--- config.mk ---
export PLATFORM = sky130hd
export DESIGN_NAME = rds_data_readout_port
export DESIGN_NICKNAME = d
export VERILOG_FILES = /design/src/rtl/rds_pkg.sv /design/src/rtl/rds_data_readout_port.sv /design/src/rtl/pin_sync.sv /design/src/rtl/bit_store.sv
export SDC_FILE = /design/constraint.sdc
export NUM_CORES = 1
export LEC_CHECK = 0
export ABC_CLOCK_PERIOD_IN_PS = 3400
export BUFFER_PORTS_ARGS = -buffer_cell sky130_fd_sc_hd__buf_2
export CAP_MARGIN = 20
export CORE_ASPECT_RATIO = 1.25
export CORE_MARGIN = 1
export CORE_UTILIZATION = 55
export CTS_CLUSTER_SIZE = 25
export DETAILED_ROUTE_END_ITERATION = 16
export GPL_TIMING_DRIVEN = 0
export HOLD_SLACK_MARGIN = 0.03
export PLACE_DENSITY = 0.86
export SYNTH_ARGS = -nofsm -noshare
export SYNTH_HDL_FRONTEND = slang
export SYNTH_SLANG_ARGS = --single-unit
--- constraint.sdc ---
create_clock -name pclk -period 3.4 [get_ports pclk]
set_input_delay 0.17 -clock pclk [delete_from_list [all_inputs] [get_ports pclk]]
set_output_delay 0.17 -clock pclk [all_outputs]
set_load 0.01 [all_outputs]
--- src/rtl/rds_pkg.sv ---
// Constants, register map and types shared by the readout port files.
// Assumes a single 125 MHz pclk domain; all pins are synchronised elsewhere.
package rds_pkg;

  // Clock and timing
  localparam int CLK_PERIOD_NS = 8;
  localparam int READY_UPDATE_DELAY_NS = 750;
  localparam int READY_UPDATE_CYCLES = READY_UPDATE_DELAY_NS / CLK_PERIOD_NS;
  localparam int CLK_HIGH_MIN_NS = 750;
  localparam int CLK_HIGH_CYCLES = (CLK_HIGH_MIN_NS + CLK_PERIOD_NS - 1) / CLK_PERIOD_NS;

  // Slave buffer, depth must be a power of two
  localparam int BUF_DEPTH = 64;
  localparam int BUF_AW = 6;

  // Register offsets
  localparam logic [7:0] ADDR_CTRL = 8'h00;
  localparam logic [7:0] ADDR_STATUS = 8'h04;
  localparam logic [7:0] ADDR_BITS = 8'h08;

  // Control reset value and write minimum
  localparam logic [15:0] CTRL_RESET = 16'(CLK_HIGH_CYCLES);
  localparam logic [15:0] CLK_HIGH_MIN = 16'(CLK_HIGH_CYCLES);

  // Status field positions
  localparam int ST_MASTER = 0;
  localparam int ST_SLAVE = 1;
  localparam int ST_STANDBY = 2;
  localparam int ST_DETECTED = 3;
  localparam int ST_READY = 4;
  localparam int ST_FILL_LSB = 8;

  typedef enum logic [1:0] {MODE_MASTER, MODE_SLAVE, MODE_STANDBY} readout_mode_t;
  typedef enum logic {M_IDLE, M_HIGH} master_state_t;

endpackage : rds_pkg

--- src/rtl/rds_data_readout_port.sv ---
// Serial readout port of the broadcast data decoder, with APB registers.
// Assumes demodulated bits arrive on pclk as one-cycle strobes; pins are async.
//
// Our own choices: the address map and the APB register port.
`timescale 1ns/100ps
module rds_data_readout_port #(
  parameter int BUF_DEPTH = rds_pkg::BUF_DEPTH
) (
  input wire logic pclk,
  input wire logic presetn,
  input wire logic [7:0] paddr,
  input wire logic psel,
  input wire logic penable,
  input wire logic pwrite,
  input wire logic [31:0] pwdata,
  output logic [31:0] prdata,
  output logic pready,
  output logic pslverr,
  input wire logic test_pin,
  input wire logic mode_pin,
  input wire logic reset_pin,
  input wire logic demod_valid,
  input wire logic demod_bit,
  input wire logic demod_reliable,
  input wire logic valid_data_detect,
  input wire logic readout_clock_i,
  output logic readout_clock_o,
  output logic readout_clock_oe,
  output logic serial_data_out,
  output logic shared_status_o,
  output logic shared_status_oe
);

  localparam int READY_BOUND = rds_pkg::READY_UPDATE_CYCLES;

  typedef struct packed {
    rds_pkg::readout_mode_t mode;
    rds_pkg::master_state_t mstate;
    logic detected;
    logic clk;
    logic clk_oe;
    logic clk_prev;
    logic data;
    logic rel;
    logic ready;
    logic ss_oe;
    logic [15:0] cnt;
    logic [15:0] ctrl;
    logic [15:0] bits;
    logic [31:0] prdata;
    logic slverr;
  } port_t;

  port_t st;
  port_t n;

  logic [3:0] pins_s;
  logic test_s;
  logic mode_s;
  logic rst_s;
  logic clk_s;
  logic clk_fall;
  logic store_push;
  logic store_pop;
  logic store_head;
  logic store_empty;
  logic store_full;
  logic [rds_pkg::BUF_AW:0] store_fill;

  function automatic logic addr_mapped(input logic [7:0] a);
    addr_mapped = (a == rds_pkg::ADDR_CTRL) || (a == rds_pkg::ADDR_STATUS)
      || (a == rds_pkg::ADDR_BITS);
  endfunction : addr_mapped

  pin_sync #(
    .W(4)
  ) u_pin_sync (
    .pclk(pclk),
    .presetn(presetn),
    .d({readout_clock_i, reset_pin, mode_pin, test_pin}),
    .q(pins_s)
  );

  assign test_s = pins_s[0];
  assign mode_s = pins_s[1];
  assign rst_s = pins_s[2];
  assign clk_s = pins_s[3];

  // Buffer depth left open, overflow drops the newest bit
  bit_store #(
    .DEPTH(BUF_DEPTH),
    .AW(rds_pkg::BUF_AW)
  ) u_bit_store (
    .pclk(pclk),
    .presetn(presetn),
    .clear(rst_s),
    .push(store_push),
    .push_bit(demod_bit),
    .pop(store_pop),
    .head(store_head),
    .empty(store_empty),
    .full(store_full),
    .fill(store_fill)
  );

  always_comb
  begin
    n = st;
    n.clk_prev = clk_s;
    clk_fall = st.clk_prev && !clk_s;
    store_push = 1'b0;
    store_pop = 1'b0;
    // Forbidden test combination falls back to standby
    if (test_s)
      n.mode = rds_pkg::MODE_STANDBY;
    else if (mode_s)
      n.mode = rds_pkg::MODE_SLAVE;
    else
      n.mode = rds_pkg::MODE_MASTER;
    if (rst_s)
    begin
      n.detected = 1'b0;
      n.rel = 1'b0;
      n.ready = 1'b0;
    end
    else if (valid_data_detect)
      n.detected = 1'b1;
    n.clk_oe = (n.mode == rds_pkg::MODE_MASTER);
    n.ss_oe = 1'b0;
    case (n.mode)
      rds_pkg::MODE_MASTER:
      begin
        if (!n.detected)
        begin
          n.clk = 1'b1;
          n.data = 1'b1;
          n.mstate = rds_pkg::M_IDLE;
        end
        else
        begin
          case (st.mstate)
            rds_pkg::M_IDLE:
            begin
              // Bits landing mid-pulse are lost; bit spacing makes that moot
              if (demod_valid && !rst_s)
              begin
                n.data = demod_bit;
                n.rel = demod_reliable;
                n.clk = 1'b1;
                n.cnt = st.ctrl;
                n.mstate = rds_pkg::M_HIGH;
                n.bits = st.bits + 16'h0001;
              end
            end
            rds_pkg::M_HIGH:
            begin
              // Data holds through the fall so the host can sample there
              if (st.cnt <= 16'h0001)
              begin
                n.clk = 1'b0;
                n.mstate = rds_pkg::M_IDLE;
              end
              else
                n.cnt = st.cnt - 16'h0001;
            end
            default:
              n.mstate = rds_pkg::M_IDLE;
          endcase
        end
        n.ss_oe = !n.rel;
      end
      rds_pkg::MODE_SLAVE:
      begin
        n.mstate = rds_pkg::M_IDLE;
        n.clk = 1'b0;
        // Only bits that arrive once detection is set and reset pin is low land here
        store_push = demod_valid && n.detected && !rst_s;
        store_pop = clk_fall && !rst_s;
        if (store_pop && !store_empty)
          n.bits = st.bits + 16'h0001;
        n.data = store_head;
        n.ready = !store_empty && !rst_s;
        n.ss_oe = !n.ready;
      end
      default:
      begin
        n.mstate = rds_pkg::M_IDLE;
      end
    endcase
    if (psel && !penable)
    begin
      n.slverr = !addr_mapped(paddr);
      case (paddr)
        rds_pkg::ADDR_CTRL:
          n.prdata = {16'h0000, st.ctrl};
        rds_pkg::ADDR_STATUS:
        begin
          n.prdata = 32'h0000_0000;
          n.prdata[rds_pkg::ST_MASTER] = (st.mode == rds_pkg::MODE_MASTER);
          n.prdata[rds_pkg::ST_SLAVE] = (st.mode == rds_pkg::MODE_SLAVE);
          n.prdata[rds_pkg::ST_STANDBY] = (st.mode == rds_pkg::MODE_STANDBY);
          n.prdata[rds_pkg::ST_DETECTED] = st.detected;
          n.prdata[rds_pkg::ST_READY] = st.ready;
          n.prdata[rds_pkg::ST_FILL_LSB +: rds_pkg::BUF_AW + 1] = store_fill;
        end
        rds_pkg::ADDR_BITS:
          n.prdata = {16'h0000, st.bits};
        default:
          n.prdata = 32'h0000_0000;
      endcase
    end
    // Clamp keeps the clock high time legal whatever software writes
    if (psel && penable && pwrite && paddr == rds_pkg::ADDR_CTRL)
      n.ctrl = (pwdata[15:0] < rds_pkg::CLK_HIGH_MIN) ? rds_pkg::CLK_HIGH_MIN : pwdata[15:0];
  end

  always_ff @(posedge pclk or negedge presetn)
  begin
    if (!presetn)
    begin
      st <= '0;
      st.mode <= rds_pkg::MODE_STANDBY;
      st.clk <= 1'b1;
      st.data <= 1'b1;
      st.ctrl <= rds_pkg::CTRL_RESET;
    end
    else
      st <= n;
  end

  assign prdata = st.prdata;
  assign pready = 1'b1;
  assign pslverr = st.slverr;
  assign readout_clock_o = st.clk;
  assign readout_clock_oe = st.clk_oe;
  assign serial_data_out = st.data;
  assign shared_status_o = 1'b0;
  assign shared_status_oe = st.ss_oe;
endmodule : rds_data_readout_port

--- src/rtl/pin_sync.sv ---
// Two-flop synchroniser for a group of unrelated pin levels.
// Assumes each bit is a slow level; no bus coherency across bits.
`timescale 1ns/100ps
module pin_sync #(
  parameter int W = 4
) (
  input wire logic pclk,
  input wire logic presetn,
  input wire logic [W-1:0] d,
  output logic [W-1:0] q
);

  typedef struct packed {
    logic [W-1:0] meta;
    logic [W-1:0] sync;
  } sync_t;

  sync_t r;
  sync_t n;

  always_comb
  begin
    n = r;
    n.meta = d;
    n.sync = r.meta;
  end

  always_ff @(posedge pclk or negedge presetn)
  begin
    if (!presetn)
      r <= '0;
    else
      r <= n;
  end

  assign q = r.sync;

endmodule : pin_sync

--- src/rtl/bit_store.sv ---
// Flip-flop bit buffer for slave readout, one bit per entry.
// Assumes DEPTH is two to the AW; a push into a full store is dropped.
`timescale 1ns/100ps
module bit_store #(
  parameter int DEPTH = rds_pkg::BUF_DEPTH,
  parameter int AW = rds_pkg::BUF_AW
) (
  input wire logic pclk,
  input wire logic presetn,
  input wire logic clear,
  input wire logic push,
  input wire logic push_bit,
  input wire logic pop,
  output logic head,
  output logic empty,
  output logic full,
  output logic [AW:0] fill
);

  typedef struct packed {
    logic [DEPTH-1:0] mem;
    logic [AW-1:0] wr;
    logic [AW-1:0] rd;
    logic [AW:0] fill;
  } store_t;

  store_t r;
  store_t n;
  logic do_push;
  logic do_pop;

  always_comb
  begin
    n = r;
    do_push = push && !full;
    do_pop = pop && !empty;
    if (clear)
    begin
      n.wr = '0;
      n.rd = '0;
      n.fill = '0;
    end
    else
    begin
      if (do_push)
      begin
        n.mem[r.wr] = push_bit;
        n.wr = r.wr + 1'b1;
      end
      if (do_pop)
        n.rd = r.rd + 1'b1;
      n.fill = r.fill + {{AW{1'b0}}, do_push} - {{AW{1'b0}}, do_pop};
    end
  end

  always_ff @(posedge pclk or negedge presetn)
  begin
    if (!presetn)
      r <= '0;
    else
      r <= n;
  end

  assign head = r.mem[r.rd];
  assign empty = (r.fill == '0);
  assign full = (r.fill == (AW + 1)'(DEPTH));
  assign fill = r.fill;

endmodule : bit_store

[Word level (Yosys, flattened, before mapping)]
Cells that the tools add are included.
Storage, ports and cells
  word-level logic and storage cells: 131
  output and inout port bits: 39
  register bits after elaboration: 183
  input port bits: 53
Operators by class
  order comparisons: 5
  eq/ne operators: 16
  mux-type cells: 44
  reductions and logical operators: 37
  $add $sub $neg: 6
  bitwise gates (word level): 2
Operator list (count)
  two-way mux 16 bit: 7
  bitwise mux 64 bit: 1
  one-hot mux 16 bit (2 select lines): 2
  one-hot mux 16 bit (3 select lines): 1
  two-way mux 1 bit: 19
  two-way mux 19 bit: 1
  adder 16 x 1 -> 16 bit (second input constant): 1
  <= comparator 16 x 1 -> 1 bit (second input constant): 1
  less-than comparator 16 x 7 -> 1 bit (second input constant): 1
  subtractor 16 x 1 -> 16 bit (second input constant): 1
  logical AND 1 bit: 14
  less-than comparator 6 x 7 -> 1 bit (second input constant): 2
  adder 6 x 1 -> 6 bit (second input constant): 2
  two-way mux 6 bit: 2
  one-hot mux 1 bit (2 select lines): 5
  equality test 8 x 3 -> 1 bit (second input constant): 1
  equality test 8 x 4 -> 1 bit (second input constant): 1
  zero test 1 bit: 8
  zero test 8 bit: 1
  two-way mux 2 bit: 4
  != test 2 bit (second input constant): 4
  nonzero test 2 bit: 4
  adder 7 x 1 -> 7 bit: 1
  equality test 7 bit (second input constant): 1
  other kinds (19): 25

[Longest topological paths before layout]
Gate-level depths: netlist (run 1).
  depth in word-level cells: 9
  depth in mapped cells: 15
  depth with buffers taken out: 15

[Modules after synthesis]
Synthesis (run 1) repeated with hierarchy kept, for this count alone.
Unflattened totals
  cell total of the unflattened synthesis: 848
  area total of the unflattened synthesis: 8912.3 µm²
By module, submodules not included
  bit_store: sequential area each 2077.0 µm², area each 4531.8 µm², instances 1, cells each 399
  rds_data_readout_port: sequential area each 1911.8 µm², area each 4180.3 µm², instances 1, cells each 441
  pin_sync: sequential area each 200.2 µm², area each 200.2 µm², instances 1, cells each 8

[Least setup slack after synthesis (run 1)]
Ideal clock, no wire load.
  path type: reg2reg
  start: register u_bit_store.r, in the netlist u_bit_store.fill[5]
  end: register u_bit_store.r, in the netlist u_bit_store.fill[6]
  setup slack: 263 ps
  buffers on the path: 0
  clock period less this slack: 3137 ps
  stages on the path, launching flop included: 16
  required time: 3322 ps
  setup time: 78 ps
  arrival time: 3059 ps
  cell sequence: dfrtp_1 -> inv_1 -> ha_1 -> nand4bb_1 -> o2111ai_1 -> inv_1 -> ha_1 -> inv_1 -> ha_1 -> fa_1 -> a21oi_1 -> o21bai_1 -> a21oi_1 -> nor2_1 -> or3_1 -> a21oi_1
RTL lines
  from (decl): RTL line bit_store.sv:27  | store_t r;
  from (signal assigned): RTL line bit_store.sv:61  | r <= n;

==> results of run 1 <==
cell usage after synthesis (3+ instances only):
library cell	instances
xnor2_1	15
or3_1	5
nor2_1	44
nand4_1	8
nor4_1	8
nor3b_1	7
o21ai_0	44
o22ai_1	19
mux2_2	66
and3_1	3
dfstp_2	8
and2_1	3
buf_1	3
ha_1	14
clkbuf_1	29
or2_2	4
nand2_1	117
nor2b_1	5
a21oi_1	39
a31oi_1	3
mux4_2	13
dfrtp_1	159
mux2_1	10
o22a_1	5
nand3b_1	3
mux2i_1	24
buf_2	6
nand3_1	19
xor2_1	8
inv_1	21
nor3_1	8
buf_4	35
metrics by stage:
step / utilization [%] / area, µm² / setup WS (ps)
5_1_grt: 66.4 / 10100 / -25.4
3_5_place_dp: 61.1 / 9250 / -176
6_report: 66.4 / 10100 / 182
4_1_cts: 66.3 / 10000 / 44.7
2_1_floorplan: - / 8650 / 263
3_3_place_gp: 60.7 / 9180 / -321
tightest hold or removal path, delay by kind of cell:
| family | cells | cell delay, ps |
|---|---|---|
| buffers and inverters | 1 | 120 |
| AND/OR/NAND/NOR | 1 | 110 |
| AO/OA/AOI/OAI | 1 | 80 |
per-layer routing:
layer / routed length (µm) / vias to the layer above / track usage (%)
met4: 1130 / 0 / 17.0
met1: 7990 / 3301 / 30.9
met5: 0 / - / 0
met2: 10400 / 226 / 45.8
li1: - / 3021 / -
met3: 905 / 74 / 5.43
area by class of cell:
cell class	instances	area [µm²]
Fill cell	1131	5090
Sequential cell	167	4190
Multi-Input combinational cell	557	3980
Timing Repair Buffer	83	563
Clock buffer	23	468
Buffer	73	420
Tap cell	208	260
Inverter	25	95.1
Clock inverter	8	75.1
state kept, by name (all words and copies together), names as in the netlist:
register	cells
u_bit_store.r	76
st	55
prdata	16
u_bit_store.fill	7
u_pin_sync.n	4
u_pin_sync.q	4
pslverr	1
readout_clock_o	1
readout_clock_oe	1
serial_data_out	1
shared_status_oe	1
report_power, final:
part | internal (mW) | switching, mW | leakage (nW) | total, mW
logic | 0.324 | 0.401 | 2.14 | 0.724
clock network | 1.04 | 0.784 | 0.267 | 1.82
registers | 2.11 | 0.151 | 2.22 | 2.26
what timing repair did:
| item | in CTS | in global routing |
|---|---|---|
| pin swaps | 2 | 1 |
| hold endpoints to repair | 81 | 0 |
| setup endpoints to repair | 1 | 1 |
| resized for setup | 2 | 5 |
| buffers inserted | 2 | 0 |
| hold buffers | 21 | 0 |
worst min path at each step:
stage	endpoint	depth (start not counted)
after floorplan	prdata[0]$_DFFE_PN0P_	0
after global placement	u_pin_sync.n[2]$_DFF_PN0_	1
after detailed placement	st[74]$_DFFE_PN0P_	1
after CTS	st[55]$_DFFE_PN1P_	3
after global routing	st[55]$_DFFE_PN1P_	3
final	st[55]$_DFFE_PN1P_	3
kinds of logic after synthesis:
| kind of cell | Yosys count | synth area share, % |
|---|---|---|
| AND/OR/NAND/NOR | 256 | 15.1 |
| AO/OA/AOI/OAI | 132 | 9.21 |
| XOR/XNOR | 23 | 2.35 |
| other | 2 | 0.0875 |
| multiplexers | 113 | 16.2 |
| adder cells (fa/ha/maj) | 15 | 2.27 |
| flip-flops | 167 | 48.8 |
| buffers and inverters | 99 | 6.05 |
==> out/qor.yml, run 1 <==
cells_and_area:
  syn_to_final_growth_pct: 17.1
  diodes: 0
  layout_common_cells: "dfrtp_1, nand2_1, mux2_2"
  drive_above_1_share_pct: 26.0
  fin_nets: 992
  final_common_cell: "dfrtp_1"
  instances_no_fill: 1144
worst_setup_path:
  crit_end: "u_bit_store.fill[6]$_DFF_PN0_"
  startpoint: "u_bit_store.fill[4]$_DFF_PN0_"
  worstPathMaxFanout: 3
  path_class: "register to register"
  max_stage_delay_ps: 440
  rrSetupSlack_ps: 180
  cp.depth: 15
  slowest_stage: "fa_1"
  path_delay_family: "adder cells"
  r2r-start: "u_bit_store.fill[4]$_DFF_PN0_"
  required_ps: 3760
  critPathLaunchType: "register"
  crit_top_cell: "inv_1"
  r2r_cells: 15
  endpoint_kind: "register"
  crit_chain: "inv_1 -> ha_2 -> nand4bb_4 -> o2111ai_4 -> inv_1 -> ha_1 -> inv_1 -> ha_1 -> fa_1 -> a21oi_2 -> o21bai_1 -> a21oi_2 -> nor2_1 -> or3_1 -> a21oi_1"
  crit_buf_inv: 3
  reg2reg_to: "u_bit_store.fill[6]$_DFF_PN0_"
  cp.arrival_ps: 3580
drt:
  wl_per_cell_um: 17.9
  viasPerCell: 5.79
  drt_iter0_drc: 638
  drtPass1Iterations: 5
  ant_nets: 0
  drc: 0
  drt-total-wl_um: 20500
  vias: 6622
die:
  fp.dieW_um: 114
  rows: 50
  die_area_um2: 16100
  pin_count: 92
  dieHeight_um: 142
  coreArea_um2: 15100
  initial_core_util_pct: 56.7
flow_run:
  maxCapViolations: 0
synthesis:
  synth_ff_type: "dfrtp_1"
  netlist_instances: 807
  ys_ff_latch: 167
  ys_types: 69
  ys_seq_area_share_pct: 48.8
  netlist_area_um2: 8590
  synth_warnings: 0
  syn_area_per_cell_um2: 10.6
  yosys-top-cells-area: "dfrtp_1, mux2_2, nand2_1"
  synth_area_leader_cell: "dfrtp_1"
  yosys.area.top_type_share_pct: 46.3
  synth-edff-count: 0
  async_flop_share_pct: 100
global_route:
  grt_overflow_total: 0
  antenna_found_initial: 0
  track_usage_pct: 26.9
  grt_pass1_wl_um: 32900
  grt_pass1_vias: 6567
  grt_max_degree: 107
sta:
  min_period_ps: 3220
  worstMarginPinSlew_ps: 889
  holdWs_ps: 44.4
  min_period_over_period_pct: 94.6
  fmax_ghz: 0.311
  finalSetupViolations: 0
  final_max_slew_viol_count: 0
  fin_skew_ps: 9.09
  setup_tns_ps: 0
  maxSlewHeadroom_pct: 40.2
  finalHoldViolCount: 0
clock_network:
  cts.sinks: 167
  clkLatencyLatePin_ps: 440
  numCtsBuffers: 17
  clk_path_buf_depth: 2
  cts_max_level: 4
  path_clk_slew_ps: 60
  cts_tree: "built"
  root_buffer: "clkbuf_16"
min_path:
  min-delay-start: "pwdata[6]"
  holdCritPathClass: "input pin to register"
pwr:
  power.total_mw: 4.81
  peakVddDrop_mv: 0.335
  power_density_nw_per_um2: 479
  p_leak_nw: 4.63
placed_design:
  hpwl_um: 13800
  gp_congestion: 0.896
  port_buffers: 55
  dp.cells: 1091
run_status:
  status: "finished clean"
(Power assumes the default switching activity.)
==> run 2, diff against run 1 <==
- GPL_TIMING_DRIVEN: 0 -> not set
==> run 2 against run 1 <==
Effect of this change:
- via count decreased by 4.2%
- sequential share of layout area increased by 1.3 points
- first-iteration DRC count decreased by 14%
- worst setup slack improved by 41 ps
- global-route usage decreased by 1.3 points
- non-clock buffer count decreased by 58
- routed wire length decreased by 5.4%
- clock skew decreased by 1.4 ps
==> out/qor.yml, run 2 (synthesized netlist as in run 1, its figures left out) <==
clock_network:
  clkLatencyLatePin_ps: 430  # was 440 ps
  cts_max_level: 4  # unchanged
  numCtsBuffers: 17  # unchanged
  path_clk_slew_ps: 60  # about the same
  cts.sinks: 167  # unchanged
  clk_path_buf_depth: 2  # unchanged
  cts_tree: "built"  # unchanged
  root_buffer: "clkbuf_16"  # unchanged
  cts_setup_buffers: 0  # was 2
drt:
  drtPass1Iterations: 5  # unchanged
  drt_iter0_drc: 546  # was 638
  wl_per_cell_um: 17.8  # was 17.9 µm
  vias: 6346  # was 6,622
  ant_nets: 0  # unchanged
  drc: 0  # unchanged
  viasPerCell: 5.84  # was 5.79
  drt-total-wl_um: 19300  # was 20,500 µm
cells_and_area:
  multiInputGateArea_um2: 3970  # was 3980 µm²
  syn_to_final_growth_pct: 13.5  # was 17.1%
  drive_above_1_share_pct: 24.8  # was 26.0%
  largest_register_ffs: 76  # unchanged
  fill_cells: 1137  # was 1,131
  layout_common_cells: "dfrtp_1, nand2_1, mux2_2"  # unchanged
  seqCellArea_um2: 4190  # unchanged
  largest_register: "u_bit_store.r"  # unchanged
  fin_nets: 934  # was 992
  design_area_um2: 9740  # was 10,100 µm²
  final_common_cell: "dfrtp_1"  # unchanged
  diodes: 0  # unchanged
worst_setup_path:
  crit_chain: "inv_1 -> ha_1 -> nand4bb_4 -> o2111ai_2 -> inv_1 -> ha_1 -> inv_1 -> ha_1 -> fa_1 -> a21oi_1 -> o21bai_1 -> a21oi_1 -> nor2_1 -> or3_1 -> a21oi_1"  # was inv_1 -> ha_2 -> nand4bb_4 -> o2111ai_4 -> inv_1 -> ha_1 -> inv_1 -> ha_1 -> fa_1 -> a21oi_2 -> o21bai_1 -> a21oi_2 -> nor2_1 -> or3_1 -> a21oi_1
  critPathLaunchType: "register"  # unchanged
  path_class: "register to register"  # unchanged
  reg2reg_to: "u_bit_store.fill[6]$_DFF_PN0_"  # unchanged
  r2r_cells: 15  # unchanged
  slowest_stage: "fa_1"  # unchanged
  worstPathMaxFanout: 3  # unchanged
  cp.arrival_ps: 3530  # was 3580 ps
  cp.depth: 15  # unchanged
  max_stage_delay_ps: 410  # was 440 ps
  crit_buf_inv: 3  # unchanged
  rrSetupSlack_ps: 220  # was 180 ps
  required_ps: 3750  # was 3760 ps
  path_delay_family: "adder cells"  # unchanged
  r2r-start: "u_bit_store.fill[4]$_DFF_PN0_"  # unchanged
  startpoint: "u_bit_store.fill[4]$_DFF_PN0_"  # unchanged
  endpoint_kind: "register"  # unchanged
global_route:
  track_usage_pct: 25.6  # was 26.9%
  grt_max_degree: 94  # was 107
  grt_pass1_wl_um: 31500  # was 32,900 µm
  antenna_found_initial: 0  # unchanged
  grt_overflow_total: 0  # unchanged
  grt_pass1_vias: 6376  # was 6,567
pwr:
  peakVddDrop_mv: 0.340  # was 0.335 mV
  power_density_nw_per_um2: 492  # was 479 nW/µm²
  power.total_mw: 4.80  # was 4.81 mW
  p_sw_share_pct: 27.5  # was 27.8%
  seqPwrFrac_pct: 47.1  # about the same
  p_switching_mw: 1.32  # was 1.34 mW
  p_leak_nw: 4.44  # was 4.63 nW
  p_int_mw: 3.48  # about the same
  p_clk_share_pct: 38.6  # was 37.9%
  combPwrFrac_pct: 14.3  # was 15.1%
die:
  initial_core_util_pct: 56.7  # unchanged
  dieHeight_um: 142  # unchanged
  die_area_um2: 16100  # unchanged
  fp.dieW_um: 114  # unchanged
  pin_count: 92  # unchanged
  coreArea_um2: 15100  # unchanged
  rows: 50  # unchanged
sta:
  rsz0062_at_grt: "no"
  fmax_ghz: 0.315  # was 0.311 GHz
  setup_tns_ps: 0  # unchanged
  finalSetupViolations: 0  # unchanged
  final_max_slew_viol_count: 0  # unchanged
  min_period_ps: 3180  # was 3220 ps
  maxSlewHeadroom_pct: 43.6  # was 40.2%
  min_period_over_period_pct: 93.4  # was 94.6%
  worstMarginPinSlew_ps: 846  # was 889 ps
  finalHoldViolCount: 0  # unchanged
  fin_skew_ps: 7.73  # was 9.09 ps
min_path:
  whs_path_depth: 3  # unchanged
  min-delay-start: "demod_reliable"  # was pwdata[6]
  hold_end: "shared_status_oe$_DFF_PN0_"  # was st[55]$_DFFE_PN1P_
  holdCritPathClass: "input pin to register"  # unchanged
placed_design:
  placed_cell_area_um2: 8940  # was 9250 µm²
  gp_congestion: 0.884  # was 0.896
  hpwl_um: 12900  # was 13,800 µm
  port_buffers: 57  # was 55
run_status:
  status: "finished clean"  # unchanged
flow_run:
  maxCapViolations: 0  # unchanged
==> run 2: cell count changes in the layout (fill, tap and decap cells not counted), moves of 2 or more <==
cell and delta:
a21oi_1 +2, buf_1 -3, clkbuf_1 -32, a21oi_2 -2, inv_6 +2, buf_4 -20
buf_2 -6, clkinvlp_4 +2
==> run 2: stage by stage <==
step | setup WS (ps) | hold WS [ps] | cells | util, %
floorplan | 263 | -126 | 823 | -
global placement | 274 | 280 | 1033 | 59.0
detailed placement | 138 | 279 | 1034 | 59.1
CTS | 119 | 73.4 | 1086 | 64.2
global route | 4.01 | 77.0 | 1086 | 64.4
finish | 223 | 79.2 | 1086 | 64.4
==> run 2: how the worst max path moves through the flow <==
stage,end
floorplan,u_bit_store.fill[6]$_DFF_PN0_
global placement,u_bit_store.fill[6]$_DFF_PN0_
detailed placement,u_bit_store.fill[6]$_DFF_PN0_
CTS,u_bit_store.fill[6]$_DFF_PN0_
global route,u_bit_store.fill[6]$_DFF_PN0_
finish,u_bit_store.fill[6]$_DFF_PN0_
==> run 2: per-layer routing <==
layer,global-route usage (%),vias to the layer above,routed length [µm]
met5,0,-,0
met4,14.3,0,682
met3,5.04,53,889
met2,44.0,226,10200
met1,29.9,3162,7560
li1,-,2905,-
==> run 2: final cells by class <==
class                      instances  area share [%]
sequential                       167            43.0
multi-input combinational        557            40.8
timing repair buffer              98            6.77
clock buffer                      20            4.79
tap                              208            2.67
clock inverter                    11            1.01
inverter                          25           0.976
==> run 2: worst reg2reg max path, stage by stage (launching register included) <==
cell and delay, ps:
dfrtp_1 400, inv_1 90, ha_1 220, nand4bb_4 170, o2111ai_2 240, inv_1 120
ha_1 290, inv_1 40, ha_1 200, fa_1 410, a21oi_1 150, o21bai_1 100
a21oi_1 160, nor2_1 60, or3_1 330, a21oi_1 140
==> run 2: power by group through the flow <==
stage | sequential (mW) | clock, mW | combinational [mW]
floorplan | 2.25 | 0 | 0.471
global placement | 2.28 | 0 | 0.611
detailed placement | 2.29 | 0 | 0.639
CTS | 2.25 | 1.88 | 0.664
global route | 2.28 | 1.97 | 0.776
finish | 2.26 | 1.85 | 0.687
==> run 2: timing repair <==
| action | in CTS | in global routing |
|---|---|---|
| resized for setup | 0 | 2 |
| endpoints found under the hold margin | 107 | 0 |
| setup endpoints to repair | 0 | 1 |
| hold buffers | 21 | 0 |
